**config.mk**
```make
export PLATFORM = sky130hd
export DESIGN_NAME = exb_top
export DESIGN_NICKNAME = d
export VERILOG_FILES = /design/src/hw/exb_pkg.sv /design/src/hw/exb_req_if.sv /design/src/hw/exb_channel.sv /design/src/hw/exb_top.sv
export VERILOG_INCLUDE_DIRS = /design/src /design/src/hw
export SDC_FILE = /design/constraint.sdc
export NUM_CORES = 1
export LEC_CHECK = 0
export ABC_AREA = 0
export BUFFER_PORTS_ARGS = -buffer_cell sky130_fd_sc_hd__buf_2
export CORE_ASPECT_RATIO = 0.5
export CORE_MARGIN = 4
export CORE_UTILIZATION = 30
export CTS_CLUSTER_SIZE = 24
export DETAILED_ROUTE_END_ITERATION = 10
export GPL_ROUTABILITY_DRIVEN = 1
export PLACE_DENSITY = 0.72
export SLEW_MARGIN = 20
export SYNTH_ARGS = -nofsm -noshare
export SYNTH_HDL_FRONTEND = slang
export SYNTH_SLANG_ARGS = --single-unit
```
**constraint.sdc**
```tcl
create_clock -name i_clk_sys -period 3.35 [get_ports i_clk_sys]
set_clock_uncertainty 0.1 [all_clocks]
set_input_delay 0 -clock i_clk_sys [delete_from_list [all_inputs] [get_ports i_clk_sys]]
set_output_delay 0 -clock i_clk_sys [all_outputs]
set_load 0.01 [all_outputs]
```
**src/hw/exb_consts.svh**
```systemverilog
// Constants for the exception binding and pin zero control block
// Functional notes
// - Channel X action code, bits 3:0, reset zero
// - X link bit 7 fires X action
// - X event select bits 4:0, reset 0x12
// - Channel Y action code, bits 3:0, reset zero
// - Y link bit 7 fires Y action
// - Y event select bits 4:0, reset 0x12
// - Pin zero direction bit 7, one=input
// - Output mode: select field picks driven signal
// - Input mode: active edge fires coded action
// - Input select above 0x0F fires nothing
// - Polarity picks active edge, resets one
`ifndef EXB_CONSTS_SVH
`define EXB_CONSTS_SVH
`define EXB_IDX_X_ACTION   8'h1C
`define EXB_IDX_X_EVENT    8'h1D
`define EXB_IDX_Y_ACTION   8'h1E
`define EXB_IDX_Y_EVENT    8'h1F
`define EXB_IDX_PIN0_CFG   8'h20
`define EXB_IDX_PIN0_POL   8'h26
`define EXB_IDX_STATUS     8'h30
`define EXB_RST_ACTION     4'h0
`define EXB_RST_EVENT      5'h12
`define EXB_RST_PIN0_CFG   8'h00
`define EXB_RST_POL        1'b1
`define EXB_BIT_LINK_ON    7
`define EXB_BIT_DIRECTION  7
`define EXB_MAX_PIN_CODE   7'h0F
`endif

```
**src/hw/exb_pkg.sv**
```systemverilog
// Types shared by the exception binding block
package exb_pkg;
  typedef logic [3:0] exb_code_type;   // Action code
  typedef logic [4:0] exb_event_type;  // Event number
  typedef logic [23:0] exb_flags_type; // Exception event pulses
  typedef logic [127:0] exb_sigs_type; // Signals selectable onto pin
endpackage

```
**src/hw/exb_req_if.sv**
```systemverilog
// Request carrier between the binding top and its channel module
`timescale 1ns/100ps
`default_nettype none
interface exb_req_if;
  import exb_pkg::*;
  logic          link_on;  // Binding enabled
  exb_event_type ev_sel;   // Selected exception
  exb_code_type  code;     // Action to fire
  logic          fire;     // One-cycle request
  exb_code_type  fire_code;// Code with the request
  modport chan (input link_on, ev_sel, code, output fire, fire_code);
  modport top  (output link_on, ev_sel, code, input fire, fire_code);
endinterface
`default_nettype wire

```
**src/hw/exb_channel.sv**
```systemverilog
// One exception binding channel: event match to one request pulse
`timescale 1ns/100ps
`default_nettype none
module exb_channel
  import exb_pkg::*;
(
  input  wire logic          i_clk_sys, // System clock
  input  wire logic          i_rst_b,   // Async reset, low
  input  wire exb_pkg::exb_flags_type i_exc, // Exception pulses
  exb_req_if.chan            req        // Binding settings and request
);
  logic fire_q;           // Request pulse
  exb_code_type code_q;   // Registered code
  logic hit;              // Selected exception seen

  // Numbers past 23 never match
  assign hit = (req.ev_sel < 5'd24) && i_exc[req.ev_sel];

  // One pulse per event cycle while linked
  always_ff @(posedge i_clk_sys or negedge i_rst_b)
  begin
    if (!i_rst_b)
    begin
      fire_q <= 1'b0;
      code_q <= 4'h0;
    end
    else
    begin
      fire_q <= req.link_on && hit;
      code_q <= req.code;
    end
  end

  assign req.fire      = fire_q;
  assign req.fire_code = code_q;
endmodule
`default_nettype wire

```
**src/hw/exb_top.sv**
```systemverilog
// Exception binding and pin zero control with APB register access
`include "exb_consts.svh"
`timescale 1ns/100ps
`default_nettype none
module exb_top
(
  input  wire logic        i_clk_sys,     // 50 MHz system clock
  input  wire logic        i_rst_b,       // Async reset, low
  input  wire logic        i_psel,        // APB select
  input  wire logic        i_penable,     // APB enable
  input  wire logic        i_pwrite,      // APB write
  input  wire logic [11:0] i_paddr,       // APB byte address
  input  wire logic [31:0] i_pwdata,      // APB write data
  output logic [31:0]      o_prdata,      // APB read data
  output logic             o_pready,      // APB ready
  output logic             o_pslverr,     // APB error
  input  wire exb_pkg::exb_flags_type i_exc, // Exception pulses
  input  wire exb_pkg::exb_sigs_type  i_sigs, // Output mux sources
  input  wire logic        i_pin_zero,    // Pin zero level in
  output logic             o_pin_zero,    // Pin zero level out
  output logic             o_pin_zero_oe_b, // Low while driving
  output logic             o_x_req,       // Channel X request
  output logic [3:0]       o_x_code,      // Channel X action
  output logic             o_y_req,       // Channel Y request
  output logic [3:0]       o_y_code,      // Channel Y action
  output logic             o_pin_req,     // Pin edge request
  output logic [3:0]       o_pin_code     // Pin action
);
  import exb_pkg::*;

  // Byte address of a register index, one word per register
  function automatic logic [11:0] reg_addr(input logic [7:0] idx);
    reg_addr = {2'b00, idx, 2'b00};
  endfunction

  exb_code_type  x_action_code_q;   // X action
  logic          x_link_on_q;       // X enable
  exb_event_type x_event_select_q;  // X event
  exb_code_type  y_action_code_q;   // Y action
  logic          y_link_on_q;       // Y enable
  exb_event_type y_event_select_q;  // Y event
  logic          pin_zero_direction_q; // 1 = input
  logic [6:0]    pin_zero_select_q; // Mux or action select
  logic          pin_zero_pol_q;    // 1 = rising edge active
  logic          sync1_q;           // Pin sync stage 1
  logic          sync2_q;           // Pin sync stage 2
  logic          last_q;            // Previous synced level
  logic          pin_req_q;         // Pin request pulse
  exb_code_type  pin_code_q;        // Pin request code
  logic          pin_out_q;         // Registered output level
  logic [2:0]    seen_q;            // Sticky request seen flags
  logic          wr_en;             // APB write strobe
  logic          rd_en;             // APB read strobe
  logic          addr_ok;           // Address mapped
  logic          pin_edge;          // Active edge seen
  logic [31:0]   rd_data;           // Read mux

  exb_req_if x_if ();
  exb_req_if y_if ();

  // APB access phase strobes; zero wait states
  assign wr_en = i_psel && i_penable && i_pwrite;
  assign rd_en = i_psel && i_penable && !i_pwrite;
  assign o_pready = 1'b1;
  assign o_pslverr = i_psel && i_penable && !addr_ok;

  // Address decode
  always_comb
  begin
    unique case (i_paddr)
      reg_addr(`EXB_IDX_X_ACTION),
      reg_addr(`EXB_IDX_X_EVENT),
      reg_addr(`EXB_IDX_Y_ACTION),
      reg_addr(`EXB_IDX_Y_EVENT),
      reg_addr(`EXB_IDX_PIN0_CFG),
      reg_addr(`EXB_IDX_PIN0_POL),
      reg_addr(`EXB_IDX_STATUS): addr_ok = 1'b1;
      default:                   addr_ok = 1'b0;
    endcase
  end

  // Channel X settings
  always_ff @(posedge i_clk_sys or negedge i_rst_b)
  begin
    if (!i_rst_b)
    begin
      x_action_code_q  <= `EXB_RST_ACTION;
      x_link_on_q      <= 1'b0;
      x_event_select_q <= `EXB_RST_EVENT;
    end
    else if (wr_en && i_paddr == reg_addr(`EXB_IDX_X_ACTION))
      x_action_code_q <= i_pwdata[3:0];
    else if (wr_en && i_paddr == reg_addr(`EXB_IDX_X_EVENT))
    begin
      x_link_on_q      <= i_pwdata[`EXB_BIT_LINK_ON];
      x_event_select_q <= i_pwdata[4:0];
    end
  end

  // Channel Y settings
  always_ff @(posedge i_clk_sys or negedge i_rst_b)
  begin
    if (!i_rst_b)
    begin
      y_action_code_q  <= `EXB_RST_ACTION;
      y_link_on_q      <= 1'b0;
      y_event_select_q <= `EXB_RST_EVENT;
    end
    else if (wr_en && i_paddr == reg_addr(`EXB_IDX_Y_ACTION))
      y_action_code_q <= i_pwdata[3:0];
    else if (wr_en && i_paddr == reg_addr(`EXB_IDX_Y_EVENT))
    begin
      y_link_on_q      <= i_pwdata[`EXB_BIT_LINK_ON];
      y_event_select_q <= i_pwdata[4:0];
    end
  end

  // Pin zero configuration and polarity
  always_ff @(posedge i_clk_sys or negedge i_rst_b)
  begin
    if (!i_rst_b)
    begin
      pin_zero_direction_q <= 1'b0;
      pin_zero_select_q    <= 7'(`EXB_RST_PIN0_CFG);
      pin_zero_pol_q       <= `EXB_RST_POL;
    end
    else if (wr_en && i_paddr == reg_addr(`EXB_IDX_PIN0_CFG))
    begin
      pin_zero_direction_q <= i_pwdata[`EXB_BIT_DIRECTION];
      pin_zero_select_q    <= i_pwdata[6:0];
    end
    else if (wr_en && i_paddr == reg_addr(`EXB_IDX_PIN0_POL))
      pin_zero_pol_q <= i_pwdata[0];
  end

  // Binding channels
  assign x_if.link_on = x_link_on_q;
  assign x_if.ev_sel  = x_event_select_q;
  assign x_if.code    = x_action_code_q;
  assign y_if.link_on = y_link_on_q;
  assign y_if.ev_sel  = y_event_select_q;
  assign y_if.code    = y_action_code_q;

  exb_channel u_chan_x
  (
    .i_clk_sys (i_clk_sys),
    .i_rst_b   (i_rst_b),
    .i_exc     (i_exc),
    .req       (x_if.chan)
  );

  exb_channel u_chan_y
  (
    .i_clk_sys (i_clk_sys),
    .i_rst_b   (i_rst_b),
    .i_exc     (i_exc),
    .req       (y_if.chan)
  );

  // Pin sync; stage 1 is read only by stage 2
  always_ff @(posedge i_clk_sys or negedge i_rst_b)
  begin
    if (!i_rst_b)
    begin
      sync1_q <= 1'b0;
      sync2_q <= 1'b0;
      last_q  <= 1'b0;
    end
    else
    begin
      sync1_q <= i_pin_zero;
      sync2_q <= sync1_q;
      last_q  <= sync2_q;
    end
  end

  // Active edge per polarity
  assign pin_edge = pin_zero_pol_q ? (sync2_q && !last_q)
                                   : (!sync2_q && last_q);

  // Pin edge request; only in input mode with a code up to 0x0F
  always_ff @(posedge i_clk_sys or negedge i_rst_b)
  begin
    if (!i_rst_b)
    begin
      pin_req_q  <= 1'b0;
      pin_code_q <= 4'h0;
    end
    else
    begin
      pin_req_q <= pin_zero_direction_q && pin_edge
                   && (pin_zero_select_q <= `EXB_MAX_PIN_CODE);
      pin_code_q <= pin_zero_select_q[3:0];
    end
  end

  // Output mux, registered; driven only in output mode
  always_ff @(posedge i_clk_sys or negedge i_rst_b)
  begin
    if (!i_rst_b)
      pin_out_q <= 1'b0;
    else
      pin_out_q <= i_sigs[pin_zero_select_q];
  end

  assign o_pin_zero      = pin_out_q;
  assign o_pin_zero_oe_b = pin_zero_direction_q;

  // Sticky seen flags; a new request wins over the clear
  always_ff @(posedge i_clk_sys or negedge i_rst_b)
  begin
    if (!i_rst_b)
      seen_q <= 3'h0;
    else
    begin
      if (wr_en && i_paddr == reg_addr(`EXB_IDX_STATUS))
        seen_q <= seen_q & ~i_pwdata[2:0];
      if (x_if.fire)
        seen_q[0] <= 1'b1;
      if (y_if.fire)
        seen_q[1] <= 1'b1;
      if (pin_req_q)
        seen_q[2] <= 1'b1;
    end
  end

  // Read mux; reserved bits read zero
  always_comb
  begin
    rd_data = 32'h0;
    unique case (i_paddr)
      reg_addr(`EXB_IDX_X_ACTION): rd_data[3:0] = x_action_code_q;
      reg_addr(`EXB_IDX_X_EVENT):
        rd_data[7:0] = {x_link_on_q, 2'b00, x_event_select_q};
      reg_addr(`EXB_IDX_Y_ACTION): rd_data[3:0] = y_action_code_q;
      reg_addr(`EXB_IDX_Y_EVENT):
        rd_data[7:0] = {y_link_on_q, 2'b00, y_event_select_q};
      reg_addr(`EXB_IDX_PIN0_CFG):
        rd_data[7:0] = {pin_zero_direction_q, pin_zero_select_q};
      reg_addr(`EXB_IDX_PIN0_POL): rd_data[0] = pin_zero_pol_q;
      reg_addr(`EXB_IDX_STATUS):
        rd_data[4:0] = {sync2_q, pin_zero_direction_q, seen_q};
      default: rd_data = 32'h0;
    endcase
  end

  // Read data register, loaded in the setup phase of a read
  always_ff @(posedge i_clk_sys or negedge i_rst_b)
  begin
    if (!i_rst_b)
      o_prdata <= 32'h0;
    else if (i_psel && !i_penable && !i_pwrite)
      o_prdata <= rd_data;
  end

  assign o_x_req    = x_if.fire;
  assign o_x_code   = x_if.fire_code;
  assign o_y_req    = y_if.fire;
  assign o_y_code   = y_if.fire_code;
  assign o_pin_req  = pin_req_q;
  assign o_pin_code = pin_code_q;
endmodule
`default_nettype wire

```
Yosys cells after proc, flatten, opt, wreduce, memory -nomap -nowiden
Index checks and enable logic that the tools add are counted.

cells by class
  magnitude comparators = 6
  eq/ne operators = 7
  reductions and logical operators = 32
  bitwise gates (word level) = 5
  muxes and demuxes = 16

operators by type and width
  cell                                                 count
  == test 12 x 7 -> 1 bit, second input constant       4
  == test 12 x 8 -> 1 bit, second input constant       3
  logical AND 1 bit                                    20
  case mux 3 bit (6 select lines)                      1
  < comparator 5 x 6 -> 1 bit, second input constant   2
  binary-select mux 1 bit (select 5 bit)               2
  < comparator 5 bit, second input constant            2
  case mux 3 bit (3 select lines)                      1
  < comparator 7 x 8 -> 1 bit, second input constant   1
  2-to-1 mux 1 bit                                     8
  binary-select mux 1 bit (select 7 bit)               1
  <= comparator 7 x 4 -> 1 bit, second input constant  1
  case mux 1 bit (7 select lines)                      1
  OR reduction 7 bit                                   1
  AND reduction 2 bit                                  3
  nonzero test 2 bit                                   3
  zero test 1 bit                                      5
  case mux 1 bit (4 select lines)                      1
  AND 3 bit                                            1
  2-to-1 mux 3 bit                                     1
  NOT 1 bit                                            3
  NOT 3 bit                                            1

word-level totals
  output and inout port bits = 51
  bits of input ports = 202
  register bits after elaboration = 59
  word-level logic and storage cells = 89

Logic depth before layout (Yosys ltp)
Gate-level depths: netlist (run 1).

  word-level depth = 5
  mapped depth = 9
  gate-level depth less buffers = 6

Hierarchy
A second synthesis (run 1) with hierarchy kept.

unflattened totals
  cell total of the unflattened synthesis = 315
  area, all modules = 4191.5 µm²

by module, submodules not included
  module       area an instance (µm²)  sequential area each (µm²)  instances  cells an instance
  exb_top      3455.8                  1232.4                      1          269
  exb_channel  367.9                   125.1                       2          23

Least setup slack after synthesis (run 1)
OpenSTA, ideal clock, no wires.

  path kind = input to register
  start = input port i_paddr[1]
  end = register pin_zero_direction_q (netlist: o_pin_zero_oe_b)
  setup slack = 1146 ps
  data required time = 3125 ps
  data arrival time = 1979 ps
  setup time = 125 ps
  path buffers = 2
  cell stages on the path = 7
  cells stage by stage = or4_4 or4_1 buf_2 nor4_4 nand2b_2 buf_6 mux2_4

on the way
  longest elaborated chain between the ends = 2

ends and longest elaborated chain
  what                     line            RTL
  from (decl)              exb_top.sv:12   input wire logic [11:0] i_paddr,
  == test 12 x 8 -> 1 bit  exb_top.sv:127  else if (wr_en && i_paddr == reg_addr(`EXB_IDX_PIN0_CFG))
  logical AND 1 bit        exb_top.sv:127
  to (signal assigned)     exb_top.sv:129  pin_zero_direction_q <= i_pwdata[`EXB_BIT_DIRECTION];
  to (decl)                exb_top.sv:42   logic pin_zero_direction_q;

No other way between the ends.
A chain may end at the register's enable or synchronous reset.

Worst setup path after layout (run 1)
  start = register pin_zero_select_q[0]
  end = register pin_out_q (netlist: o_pin_zero)

on the way
  longest elaborated chain between the ends = 2

ends and longest elaborated chain
  what                                    line            RTL
  from (decl)                             exb_top.sv:43   logic [6:0] pin_zero_select_q;
  from (signal assigned)                  exb_top.sv:124  pin_zero_select_q <= 7'(`EXB_RST_PIN0_CFG);
  from (signal assigned)                  exb_top.sv:130  pin_zero_select_q <= i_pwdata[6:0];
  binary-select mux 1 bit (select 7 bit)  exb_top.sv:203  pin_out_q <= i_sigs[pin_zero_select_q];
  2-to-1 mux 1 bit (implied by the code)  exb_top.sv:203
  to (signal assigned)                    exb_top.sv:203
  to (decl)                               exb_top.sv:50   logic pin_out_q;

No other way between the ends. The select of a mux whose other input is x is not followed.

==> results of run 1 <==
==> synth_stat cells (2+ instances only) <==
| master | number | area share (%) |
|---|---|---|
| o22ai_1 | 4 | 0.61 |
| mux4_2 | 39 | 22 |
| nor2b_1 | 7 | 1.1 |
| nor2_1 | 18 | 1.7 |
| mux2_4 | 8 | 2.9 |
| a211oi_1 | 3 | 0.55 |
| nand4_1 | 2 | 0.31 |
| mux2_2 | 26 | 7.2 |
| nor3_1 | 3 | 0.37 |
| a21o_1 | 3 | 0.55 |
| buf_4 | 26 | 4.8 |
| a221oi_1 | 4 | 0.86 |
| dfrtp_1 | 54 | 33 |
| dfstp_2 | 5 | 3.2 |
| inv_1 | 3 | 0.28 |
| buf_2 | 7 | 0.86 |
| nand3_1 | 9 | 1.1 |
| conb_1 | 2 | 0.18 |
| a22oi_1 | 7 | 1.3 |
| clkbuf_1 | 10 | 0.92 |
| nand2b_1 | 2 | 0.31 |
| o21ai_0 | 5 | 0.61 |
| mux2i_1 | 36 | 8.8 |
| a21oi_1 | 9 | 1.1 |
| nand2_1 | 17 | 1.6 |
| a31oi_1 | 2 | 0.31 |
==> per-stage QoR <==
step	cells	power (W)	hold slack (ns)
after floorplan	351	0.000862	-0.396
after global placement	685	0.000991	0.0101
after detailed placement	685	0.000997	0.0111
after CTS	713	0.00208	0.0191
after global routing	713	0.00214	0.0546
final	713	0.00206	0.0217
==> path summary, 6_finish.rpt <==
kind,depth (start not counted),from,to
setup / recovery,6,pin_zero_select_q[0],o_pin_zero
hold / removal,4,i_paddr[4],o_prdata[6]
setup reg to reg,6,pin_zero_select_q[0],o_pin_zero
hold reg to reg,0,sync1_q,sync2_q
max in group asynchronous,3,i_rst_b,pin_zero_select_q[0]
min in group asynchronous,2,i_rst_b,o_prdata[4]
==> area by class of cell <==
| class | instances | area, um2 |
|---|---|---|
| Clock buffer | 9 | 225 |
| Clock inverter | 7 | 124 |
| Sequential cell | 59 | 1480 |
| Inverter | 3 | 11.3 |
| Fill cell | 1223 | 7350 |
| Multi-Input combinational cell | 244 | 2390 |
| Timing Repair Buffer | 221 | 1190 |
| Tap cell | 170 | 213 |
==> kinds of logic (layout without fill, tap and decap cells) <==
kind of cell	count (synthesis)	in the layout	share of synthesized area, %
AO/OA/AOI/OAI	40	40	6.56
buffers and inverters	48	240	7.21
flip-flops	59	59	36.3
multiplexers	109	109	40.5
other	2	25	0.184
AND/OR/NAND/NOR	70	70	9.23
==> flip-flops by register name, summed over array words and instances (netlist names), 3 cells and up <==
name	count
o_prdata	8
u_chan_y.req.fire_code	4
y_event_select_q	5
pin_zero_select_q	7
u_chan_x.req.fire_code	4
y_action_code_q	4
x_event_select_q	5
seen_q	3
o_pin_code	4
x_action_code_q	4
==> per-layer routing <==
layer | share of wire, % | up-vias
met5 | 0.054 | -
met4 | 1.4 | 2
met1 | 41 | 1739
met3 | 6.7 | 14
li1 | - | 1641
met2 | 51 | 126
==> timing repair <==
action,CTS,global route
hold buffers,12,0
endpoints found under the hold margin,68,0
setup buffers,0,0
==> critical path, stage by stage (launching register included) <==
cell and delay [ns]:
dfrtp_2 0.75, buf_12 0.26, mux4_2 0.52, mux2i_1 0.26, nand2_1 0.09, o211ai_1 0.10, nand4_1 0.14
==> power breakdown <==
part           internal [W]  leakage (nW)  switching [W]
clock              0.000732         0.167       0.000335
combinational      0.000144          1.68       0.000117
sequential         0.000727         0.785     0.00000655
==> results.md, run 1 <==
Place:
- Input and output buffers added on the ports amount to 203.
- The placement-stage cell area is 5170 um2.
- The pre-CTS setup slack is 0.760 ns.
- The congestion estimate from routability-driven global placement came to 0.822.
- The detailed placement HPWL is 10400 um.

Global route:
- In the global route stage, met3 resource usage came out at 4.52%.
- The maximum number of pins on one net before global-route repair is 41.
- The global routing met2 resource utilization is 28.3%.
- The global-route wire length before repair is 20000 um.
- After global routing the overflow that remains totals 0.
- The initial antenna violation count is 1.
- The number of global-route vias before repair was 3668.
- The overall track demand over capacity in global routing is 16.1%.
- The busiest layer in global routing is met2.
- Global routing consumed, on the met1 layer, 19.6% of the routing resources.

Routing:
- The total number of vias is 3522.
- The overall routed net length is 12900 um.
- The detailed-route DRC error count is 0.
- The first detailed-routing pass took 4 iterations.
- The starting DRC count in detailed routing is 104.
- The average via count per standard cell is 4.94.
- After detailed routing, the average wire length per cell comes to 18.1 um.
- In this run the remaining antenna-violating nets after routing total 0.

Timing:
- The worst pin sits at a relative slew slack of 41.3%.
- The count of endpoints failing setup in the final report is 0.
- The worst path uses 70.5% of the clock period.
- The final setup TNS is 0 ns.
- The count of pins over their slew limit is 0.
- The shortest period the worst path allows is 2.36 ns.
- Setup repair after global routing left no endpoint under its margin.
- Derived from the worst setup path, the maximum achievable clock frequency is 423 MHz.
- The hold violation total from the final report was 0.
- The least setup slack across all paths after layout is 0.988 ns.
- At the pin with the least slew margin, the transition time is 0.881 ns.

Power:
- The peak supply drop is 0.228 mV.
- Summed over all cells, the static leakage comes to 2.64 nW.
- The total power divided by cell area is 366 nW/um2.

Setup path:
- STA puts the critical path data required time at 3.44 ns.
- The kind of critical path is reg -> reg.
- The top fanout value on the critical path is 19.
- The setup slack of the most critical reg-to-reg path is 0.99 ns.
- The arrival time at the worst endpoint is 2.45 ns.
- The worst setup path is launched from a flop.
- STA classifies the critical path endpoint as a flop.

Floorplanning:
- The chip width is 173 um.
- The die outline area is 15600 um2.
- The core outline area is 13000 um2.
- From bottom edge to top edge, the die measures 90.5 um.
- In this run the count of I/O pins placed on the die edge is 253.
- For this configuration, the core starts out at a cell density of 31.4%.
- The standard-cell row count is 29.

Yosys:
- For this run, the leading register cell type out of synthesis is dfrtp_1.
- The synthesized design contains 59 register bits.
- The share of synthesized registers carrying an async set or reset is 100%.
- The synthesized netlist occupies a cell area of 4080 um2.
- Yosys printed 0 warnings.
- In this run, synthesis inferred 0 flip-flops with an integrated enable.
- The proportion of synthesized chip area in sequential cells is 36.3%.
- Each instance of the synthesized netlist takes up on average 12.4 um2.
- The synthesized instance count is 328.
- The number of unique standard cell types used by synthesis is 43.

Final layout:
- The top cell types in the final layout, fill and taps aside, are buf_2 (203), dfrtp_1 (53), mux4_2 (39).
- Leaving out fill and tap cells, the most frequent cell in the layout is buf_2.
- The number of diodes is 0.
- The number of nets at the end of the flow is 740.
- Relative to the synthesized area, the layout overhead comes to 38.2%.
- The finished cells cover 5640 um2.
- The fraction of layout instances using a drive strength above 1 is 57.1%.
- Measured on the finished design, the core utilization comes to 43.4%.

Clock network:
- The maximum number of buffers from clock root to sink is 2.
- Clock tree synthesis found a total of 59 sinks.
- TritonCTS built the clock tree.
- Clock latency on the worst-skew pair, taken at its later pin, is 0.33 ns.
- The post-cts sizing count is 0.
- The number of clock buffers added by TritonCTS is 9.
- The master cell of the clock root buffer is clkbuf_16.
- The number of H-tree branching levels is 3.
- The clock transition at the registers of the reported paths is 0.05 ns.

Worst hold path:
- The kind of path behind the tightest hold check is in -> reg.

Run:
- The max-cap check violation count is 0.

Run status:
- The run finished with clean final reports.
(Power assumes the default switching activity.)
==> run 2: changes to the inputs <==
--- a/config.mk
+++ b/config.mk
@@ -14,7 +14,7 @@
 export CTS_CLUSTER_SIZE = 24
 export DETAILED_ROUTE_END_ITERATION = 10
 export GPL_ROUTABILITY_DRIVEN = 1
-export PLACE_DENSITY = 0.72
+export PLACE_DENSITY = 0.74
 export SLEW_MARGIN = 20
 export SYNTH_ARGS = -nofsm -noshare
 export SYNTH_HDL_FRONTEND = slang
==> constraint.sdc (replaced) <==
create_clock -name i_clk_sys -period 1.95 [get_ports i_clk_sys]
set_clock_uncertainty 0.1 [all_clocks]
set_input_delay 0 -clock i_clk_sys [delete_from_list [all_inputs] [get_ports i_clk_sys]]
set_output_delay 0 -clock i_clk_sys [all_outputs]
set_load 0.01 [all_outputs]
==> run 2 against run 1 <==
Net effect: the flow now finishes with violations (negative setup slack); clock power grew 44%; combinational power up 76%; sequential cell count stayed put; critical path depth is the same; via count is 4.7% higher; die area unchanged; sequential share of layout area is 1.2 points lower; worst hold slack improved by 0.063 ns.
==> results.md, run 2 (synthesis gave the netlist of run 1 again) <==
Run status:
- The flow ran to the end, but the final reports show violations.
- The final reports fail on negative setup slack.

Final layout:
- o_prdata holds more flip-flops than any other register.
- The utilization after layout is 45.6% (+2.2 points).
- The number of flip-flops in the largest register is 8 (unchanged).
- The number of nets at the end of the flow came to 766 (+3.5%).
- The largest registers in the layout are o_prdata x8, pin_zero_select_q x7.
- The most common cell after layout, fill and taps aside is buf_2.
- The number of diodes is 0 (unchanged).
- The count of fill cells added during filler insertion is 1203 (-1.6%).
- Leaving out fill and tap cells, the most frequent cells in the layout are buf_2 (203), dfrtp_1 (51), mux4_2 (39).
- The fraction of layout instances using a drive strength above 1 was 61.2% (+4.1 points).
- From synthesis to final layout, the design area changed by 45.2%.

Worst hold path:
- The worst hold path terminates at o_prdata[0].
- The kind of path behind the tightest hold check is in -> reg.
- The worst hold path begins at i_pwrite.
- The cell depth of the worst min-delay path was 4 (unchanged).

Power:
- The peak supply drop is 0.543 mV (+140%).
- The cell leakage power is 2.79 nW (+5.8%).
- The total power divided by cell area is 551 nW/um2 (+51%).
- The overall power was 0.00326 W (+58%).

Timing:
- The count of pins over their slew limit was 0 (unchanged).
- The slew at the pin with the worst max-slew slack is 0.600 ns (-0.282 ns).
- The top achievable clock speed came to 485 MHz (+15%).
- The worst slack on hold paths is 0.0846 ns (+0.0629 ns).
- Setup repair after global routing could not meet its margin everywhere.
- The share of the cycle needed by the critical path after routing was 106% (+35 points).
- The shortest period the worst path allows is 2.06 ns (-0.302 ns).
- The worst slew margin relative to its limit is 60.0% (+19 points).
- The final setup TNS is -0.111 ns (-0.111 ns).
- The count of endpoints failing setup in the final report is 1 (+1).
- The least setup slack across all paths after layout was -0.111 ns (-1.10 ns).
- The hold violation total from the final report is 0 (unchanged).

Setup path:
- The critical path required time is 2.02 ns (-1.42 ns).
- The nature of the critical path startpoint is a flop.
- The arrival time at the worst endpoint is 2.13 ns (-0.32 ns).
- The endpoint of the lowest-slack register-to-register path is o_pin_zero.
- The critical path is of the reg -> reg type.
- The startpoint identified for the worst register-to-register timing path is pin_zero_select_q[0].
- The setup slack of the most critical reg-to-reg path came to -0.11 ns (-1.10 ns).
- The worst setup path is captured at a flop.
- The top fanout value on the critical path is 5 (-14).
- The number of cells on the worst reg-to-reg path is 6 (unchanged).

Clock network:
- The number of clock sinks is 59 (unchanged).
- The maximum number of buffers from clock root to sink is 2 (unchanged).
- The number of H-tree branching levels is 3 (unchanged).
- The TritonCTS buffer count is 9 (unchanged).
- The clock transition at the registers of the reported paths was 0.05 ns (about the same).
- The later-pin clock latency in the skew report came to 0.32 ns (about the same).
- CTS placed an instance of clkbuf_16 at the clock tree root.
- The TritonCTS clock tree is built.

Routing:
- The final antenna-violating net count is 0 (unchanged).
- The total number of vias is 3689 (+4.7%).
- The starting DRC count in detailed routing is 212 (+100%).
- The detailed-route DRC error count is 0 (unchanged).
- The average wire per standard cell is 18.4 um (+1.7%).
- The number of iterations in the first detailed-routing pass is 4 (unchanged).
- The overall routed net length came to 13600 um (+5.4%).
- The average via count per standard cell is 4.99 (+1.1%).

Floorplanning:
- The top-level I/O count came to 253 (unchanged).
- The chip width is 173 um (unchanged).
- The die outline area came to 15600 um2 (unchanged).
- The height of the chip is 90.5 um (unchanged).
- The core outline area is 13000 um2 (unchanged).
- The standard-cell row count is 29 (unchanged).
- The effective utilization at floorplan is 31.4% (unchanged).

Global route:
- The maximum number of pins on one net before global-route repair was 36 (-12%).
- The global route total overflow is 0 (unchanged).
- The overall track demand over capacity in global routing came to 17.2% (+1.1 points).
- The initial antenna violation count is 0 (-1).
- The number of global-route vias before repair is 3928 (+7.1%).
- The global-route wire length before repair is 21500 um (+7.6%).

Place:
- The weighted congestion at the end of routability-driven global placement is 0.925 (+13%).
- The detailed placement HPWL is 11000 um (+5.8%).
- The number of input and output port buffers inserted is 203 (unchanged).
- The pre-CTS setup slack is -0.294 ns (-1.05 ns).

Run:
- The max-cap check violation count is 0 (unchanged).
[run 2: cell count changes in the layout (fill, tap and decap cells not counted), sizes merged]
cell and delta:
clkbuf +2, clkinv +2, bufinv -2, dlygate4sd3 -2, buf +28, inv -2
[run 2: how the worst max path moves through the flow]
stage,from,to,slack (ns),depth (start not counted)
global route,pin_zero_select_q[0],o_pin_zero,-0.16,6
detailed placement,i_paddr[1],pin_zero_select_q[0],-0.29,6
global placement,i_paddr[1],pin_zero_select_q[0],-0.26,6
CTS,pin_zero_select_q[0],o_pin_zero,-0.08,6
floorplan,i_paddr[1],o_pin_zero_oe_b,-0.25,7
finish,pin_zero_select_q[0],o_pin_zero,-0.11,6
[run 2: per-stage QoR]
| step | instances | area, um2 |
|---|---|---|
| detailed placement | 710 | 5410 |
| global placement | 710 | 5410 |
| CTS | 739 | 5890 |
| finish | 739 | 5920 |
| global route | 739 | 5920 |
| floorplan | 351 | 4190 |
[run 2: where the power goes]
part	internal, W	total [W]	switching (W)
sequential	0.00125	0.00126	0.0000117
combinational	0.000253	0.000461	0.000209
clock	0.00102	0.00154	0.000524
total	0.00252	0.00326	0.000745
[run 2: layout make-up]
class | instances | area (um2) | share of cell area [%]
inverters | 3 | 11.3 | 0.190
clock inverters | 5 | 52.6 | 0.887
multi-input cells | 244 | 2440 | 41.2
repair buffers | 247 | 1480 | 24.9
well taps | 170 | 213 | 3.59
flip-flops and latches | 59 | 1490 | 25.1
clock buffers | 11 | 243 | 4.10
[run 2: critical path, stage by stage (launching register included)]
cell and delay (ns):
dfrtp_2 0.39, buf_12 0.14, mux4_2 0.50, mux2_4 0.29
a211oi_2 0.21, nand3b_1 0.14, nand4_1 0.13
[run 2: repair_timing]
item,in CTS,in global routing
buffers inserted,2,0
endpoints found under the hold margin,57,0
gates resized for setup,9,8
endpoints found under the setup margin,3,16
pin swaps,4,2
cloned,1,0
hold buffers,10,0
[run 2: layer usage]
layer / part of all wire [%] / wire length, um / GRT usage (%) / up-vias
met5: 0 / 0 / 0 / -
met4: 1.6 / 214 / 4.51 / 0
met3: 6.7 / 910 / 4.43 / 19
met2: 52 / 7040 / 31.2 / 142
met1: 40 / 5420 / 20.4 / 1834
li1: - / - / - / 1694
==> run 3: changes to the inputs <==
--- a/config.mk
+++ b/config.mk
@@ -14,7 +14,6 @@
 export CTS_CLUSTER_SIZE = 24
 export DETAILED_ROUTE_END_ITERATION = 10
 export GPL_ROUTABILITY_DRIVEN = 1
-export PLACE_DENSITY = 0.74
 export SLEW_MARGIN = 20
 export SYNTH_ARGS = -nofsm -noshare
 export SYNTH_HDL_FRONTEND = slang
==> constraint.sdc (replaced) <==
create_clock -name i_clk_sys -period 2.2 [get_ports i_clk_sys]
set_clock_uncertainty 0.1 [all_clocks]
set_input_delay 0 -clock i_clk_sys [delete_from_list [all_inputs] [get_ports i_clk_sys]]
set_output_delay 0 -clock i_clk_sys [all_outputs]
set_load 0.01 [all_outputs]
==> run 3 against run 2 <==
Net effect: the flow now finishes without violations; routed wire length fell by 7.5%; maximum frequency rose by 0.48%; via count fell by 4.0%; critical endpoint unchanged; largest cell class unchanged.
==> results.md, run 3 (synthesis gave the netlist of run 1 again) <==
Place:
- The placement-stage cell area is 5330 um2 (-1.5%).
- The detailed placement HPWL is 10400 um (-6.0%).
- The weighted congestion at the end of routability-driven global placement is 0.772 (-17%).
- The number of input and output port buffers inserted is 203 (unchanged).

Global route:
- The maximum number of pins on one net before global-route repair came to 60 (+67%).
- The met3 usage in global routing was 4.02% (-0.42 points).
- The routing usage on met1 is 21.0% (+0.59 points).
- The global-route wire length before repair came to 20000 um (-7.2%).
- The number of global-route vias before repair is 3708 (-5.6%).
- The busiest layer in global routing is met2.
- The initial antenna violation count is 0 (unchanged).
- The global route total overflow is 0 (unchanged).
- The overall track demand over capacity in global routing is 15.9% (-1.3 points).
- The global routing met2 resource utilization is 26.8% (-4.4 points).

Timing:
- Setup repair after global routing left no endpoint under its margin.
- The share of the cycle needed by the critical path after routing came to 93.2% (-12 points).
- The count of endpoints failing setup in the final report is 0 (-1).
- The count of pins over their slew limit is 0 (unchanged).
- The final setup TNS is 0 ns (+0.111 ns).
- The hold violation total from the final report came to 0 (unchanged).
- The top achievable clock speed came to 488 MHz (+0.48%).
- The shortest period the worst path allows is 2.05 ns (-0.00987 ns).

Setup path:
- The setup slack of the most critical reg-to-reg path was 0.15 ns (+0.26 ns).
- The combined buffer and inverter count along the critical path is 2 (+1).
- The largest stage delay on the critical path was 0.51 ns (about the same).
- The endpoint type of the worst setup path is a flop.
- The family with the most delay on the worst path is multiplexers.
- Walking the worst path, the cells encountered are buf_4 -> buf_4 -> mux4_2 -> mux2_2 -> o211ai_1 -> nand4_1.
- Among all stages on the critical path, the largest delay is contributed by mux4_2.
- The cell occurring most often along the worst timing path is buf_4.
- The kind of critical path is reg -> reg.
- The arrival time at the worst endpoint is 2.14 ns (about the same).
- The critical path required time is 2.29 ns (+0.27 ns).
- The top fanout value on the critical path was 7 (+2).
- STA classifies the critical path startpoint as a flop.

Power:
- The total power divided by cell area is 503 nW/um2 (-8.7%).
- The cell leakage power was 2.72 nW (-2.5%).
- The peak supply drop is 0.375 mV (-31%).

Routing:
- The average wire per standard cell is 17.2 um (-6.7%).
- The final antenna-violating net count is 0 (unchanged).
- The detailed-route DRC error count is 0 (unchanged).
- The average via count per standard cell came to 4.84 (-3.0%).
- The overall routed net length is 12600 um (-7.5%).
- The number of iterations in the first detailed-routing pass is 4 (unchanged).
- The total number of vias is 3543 (-4.0%).
- The starting DRC count in detailed routing is 165 (-22%).

Final layout:
- The number of diodes is 0 (unchanged).
- The largest registers in the layout are o_prdata x8, pin_zero_select_q x7.
- The register with the most flip-flops in the final layout is o_prdata.
- The fraction of layout instances using a drive strength above 1 is 59.1% (-2.1 points).
- The most common cell after layout, fill and taps aside is buf_2.
- The area growth from synthesis to layout is 41.2%.
- The number of nets at the end of the flow is 759 (-0.91%).
- The number of flip-flops in the largest register was 8 (unchanged).
- Leaving out fill and tap cells, the most frequent cells in the layout are buf_2 (203), dfrtp_1 (53), mux4_2 (39).
- The final design area excluding fillers is 5760 um2 (-2.7%).

Floorplanning:
- The die outline area came to 15600 um2 (unchanged).
- The effective utilization at floorplan came to 31.4% (unchanged).
- The top-level I/O count is 253 (unchanged).
- The chip width came to 173 um (unchanged).
- The standard-cell row count is 29 (unchanged).
- The height of the chip is 90.5 um (unchanged).
- The core outline area came to 13000 um2 (unchanged).

Clock network:
- The master cell of the clock root buffer is clkbuf_16.
- The later-pin clock latency in the skew report is 0.32 ns (about the same).
- The number of H-tree branching levels is 3 (unchanged).
- TritonCTS built the clock tree.
- The clock transition at the registers of the reported paths is 0.05 ns (about the same).
- The number of clock sinks is 59 (unchanged).
- The maximum number of buffers from clock root to sink is 2 (unchanged).
- The TritonCTS buffer count is 9 (unchanged).

Worst hold path:
- The tightest min-delay check is of the in -> reg type.

Run status:
- The run finished with clean final reports.

Run:
- The max-cap check violation count came to 0 (unchanged).
[run 3: cell count changes in the layout (fill, tap and decap cells not counted), moves of 2 or more]
| cell | before | now |
|---|---|---|
| buf_12 | 6 | 3 |
| buf_6 | 3 | 0 |
| clkinv_2 | 3 | 1 |
| dfrtp_1 | 51 | 53 |
| dfrtp_2 | 3 | 1 |
| inv_6 | 0 | 2 |
| nor2_1 | 16 | 18 |
| nor2_2 | 2 | 0 |
[run 3: per-layer routing]
metal | routed length, um | vias up
met2 | 6110 | 122
met3 | 774 | 9
li1 | - | 1680
met5 | 0 | -
met1 | 5550 | 1732
met4 | 123 | 0
[run 3: worst reg2reg max path, delay by kind of cell, from the launching register on]
family,cells,cell delay (ns)
DFF,1,0.42
buffers and inverters,2,0.30
and+or+nand+nor,1,0.14
muxes,2,0.79
AOI/OAI and AO/OA,1,0.17
[run 3: power breakdown]
group | total (W) | switching (W) | internal [W]
clock | 0.00139 | 0.000503 | 0.000882
combinational | 0.000395 | 0.000175 | 0.000220
sequential | 0.00112 | 0.00000973 | 0.00111
total | 0.00290 | 0.000688 | 0.00221
[run 3: layout make-up]
| class | count | area, um2 |
|---|---|---|
| fillers | 1230 | 7230 |
| flip-flops and latches | 59 | 1480 |
| clock inverters | 7 | 76.3 |
| inverters | 3 | 11.3 |
| clock buffers | 9 | 225 |
| multi-input cells | 244 | 2400 |
| well taps | 170 | 213 |
| repair buffers | 240 | 1360 |
[run 3: stage by stage]
step,setup slack (ns),cells,total power (W),hold WS (ns),util [%]
after detailed placement,-0.0303,703,0.00152,-0.0744,41.0
after CTS,0.0432,729,0.00293,0.0536,44.1
final,0.149,732,0.00290,0.0638,44.4
after floorplan,-0.00385,351,0.00131,-0.396,-
after global routing,0.00229,732,0.00303,0.0751,44.4
after global placement,-0.0106,703,0.00151,-0.0721,41.0
[run 3: final timing paths]
kind / from / cells after the start / to
setup / recovery: pin_zero_select_q[0] / 6 / o_pin_zero
hold / removal: i_pwrite / 4 / o_prdata[3]
setup reg to reg: pin_zero_select_q[0] / 6 / o_pin_zero
hold reg to reg: sync1_q / 0 / sync2_q
max in group asynchronous: i_rst_b / 3 / y_event_select_q[1]
min in group asynchronous: i_rst_b / 3 / x_event_select_q[0]
[run 3: timing repair]
| item | CTS | global route |
|---|---|---|
| endpoints found under the setup margin | 0 | 1 |
| resized for setup | 0 | 2 |
| buffers inserted | 0 | 3 |
| hold buffers | 10 | 0 |
| hold endpoints to repair | 92 | 0 |
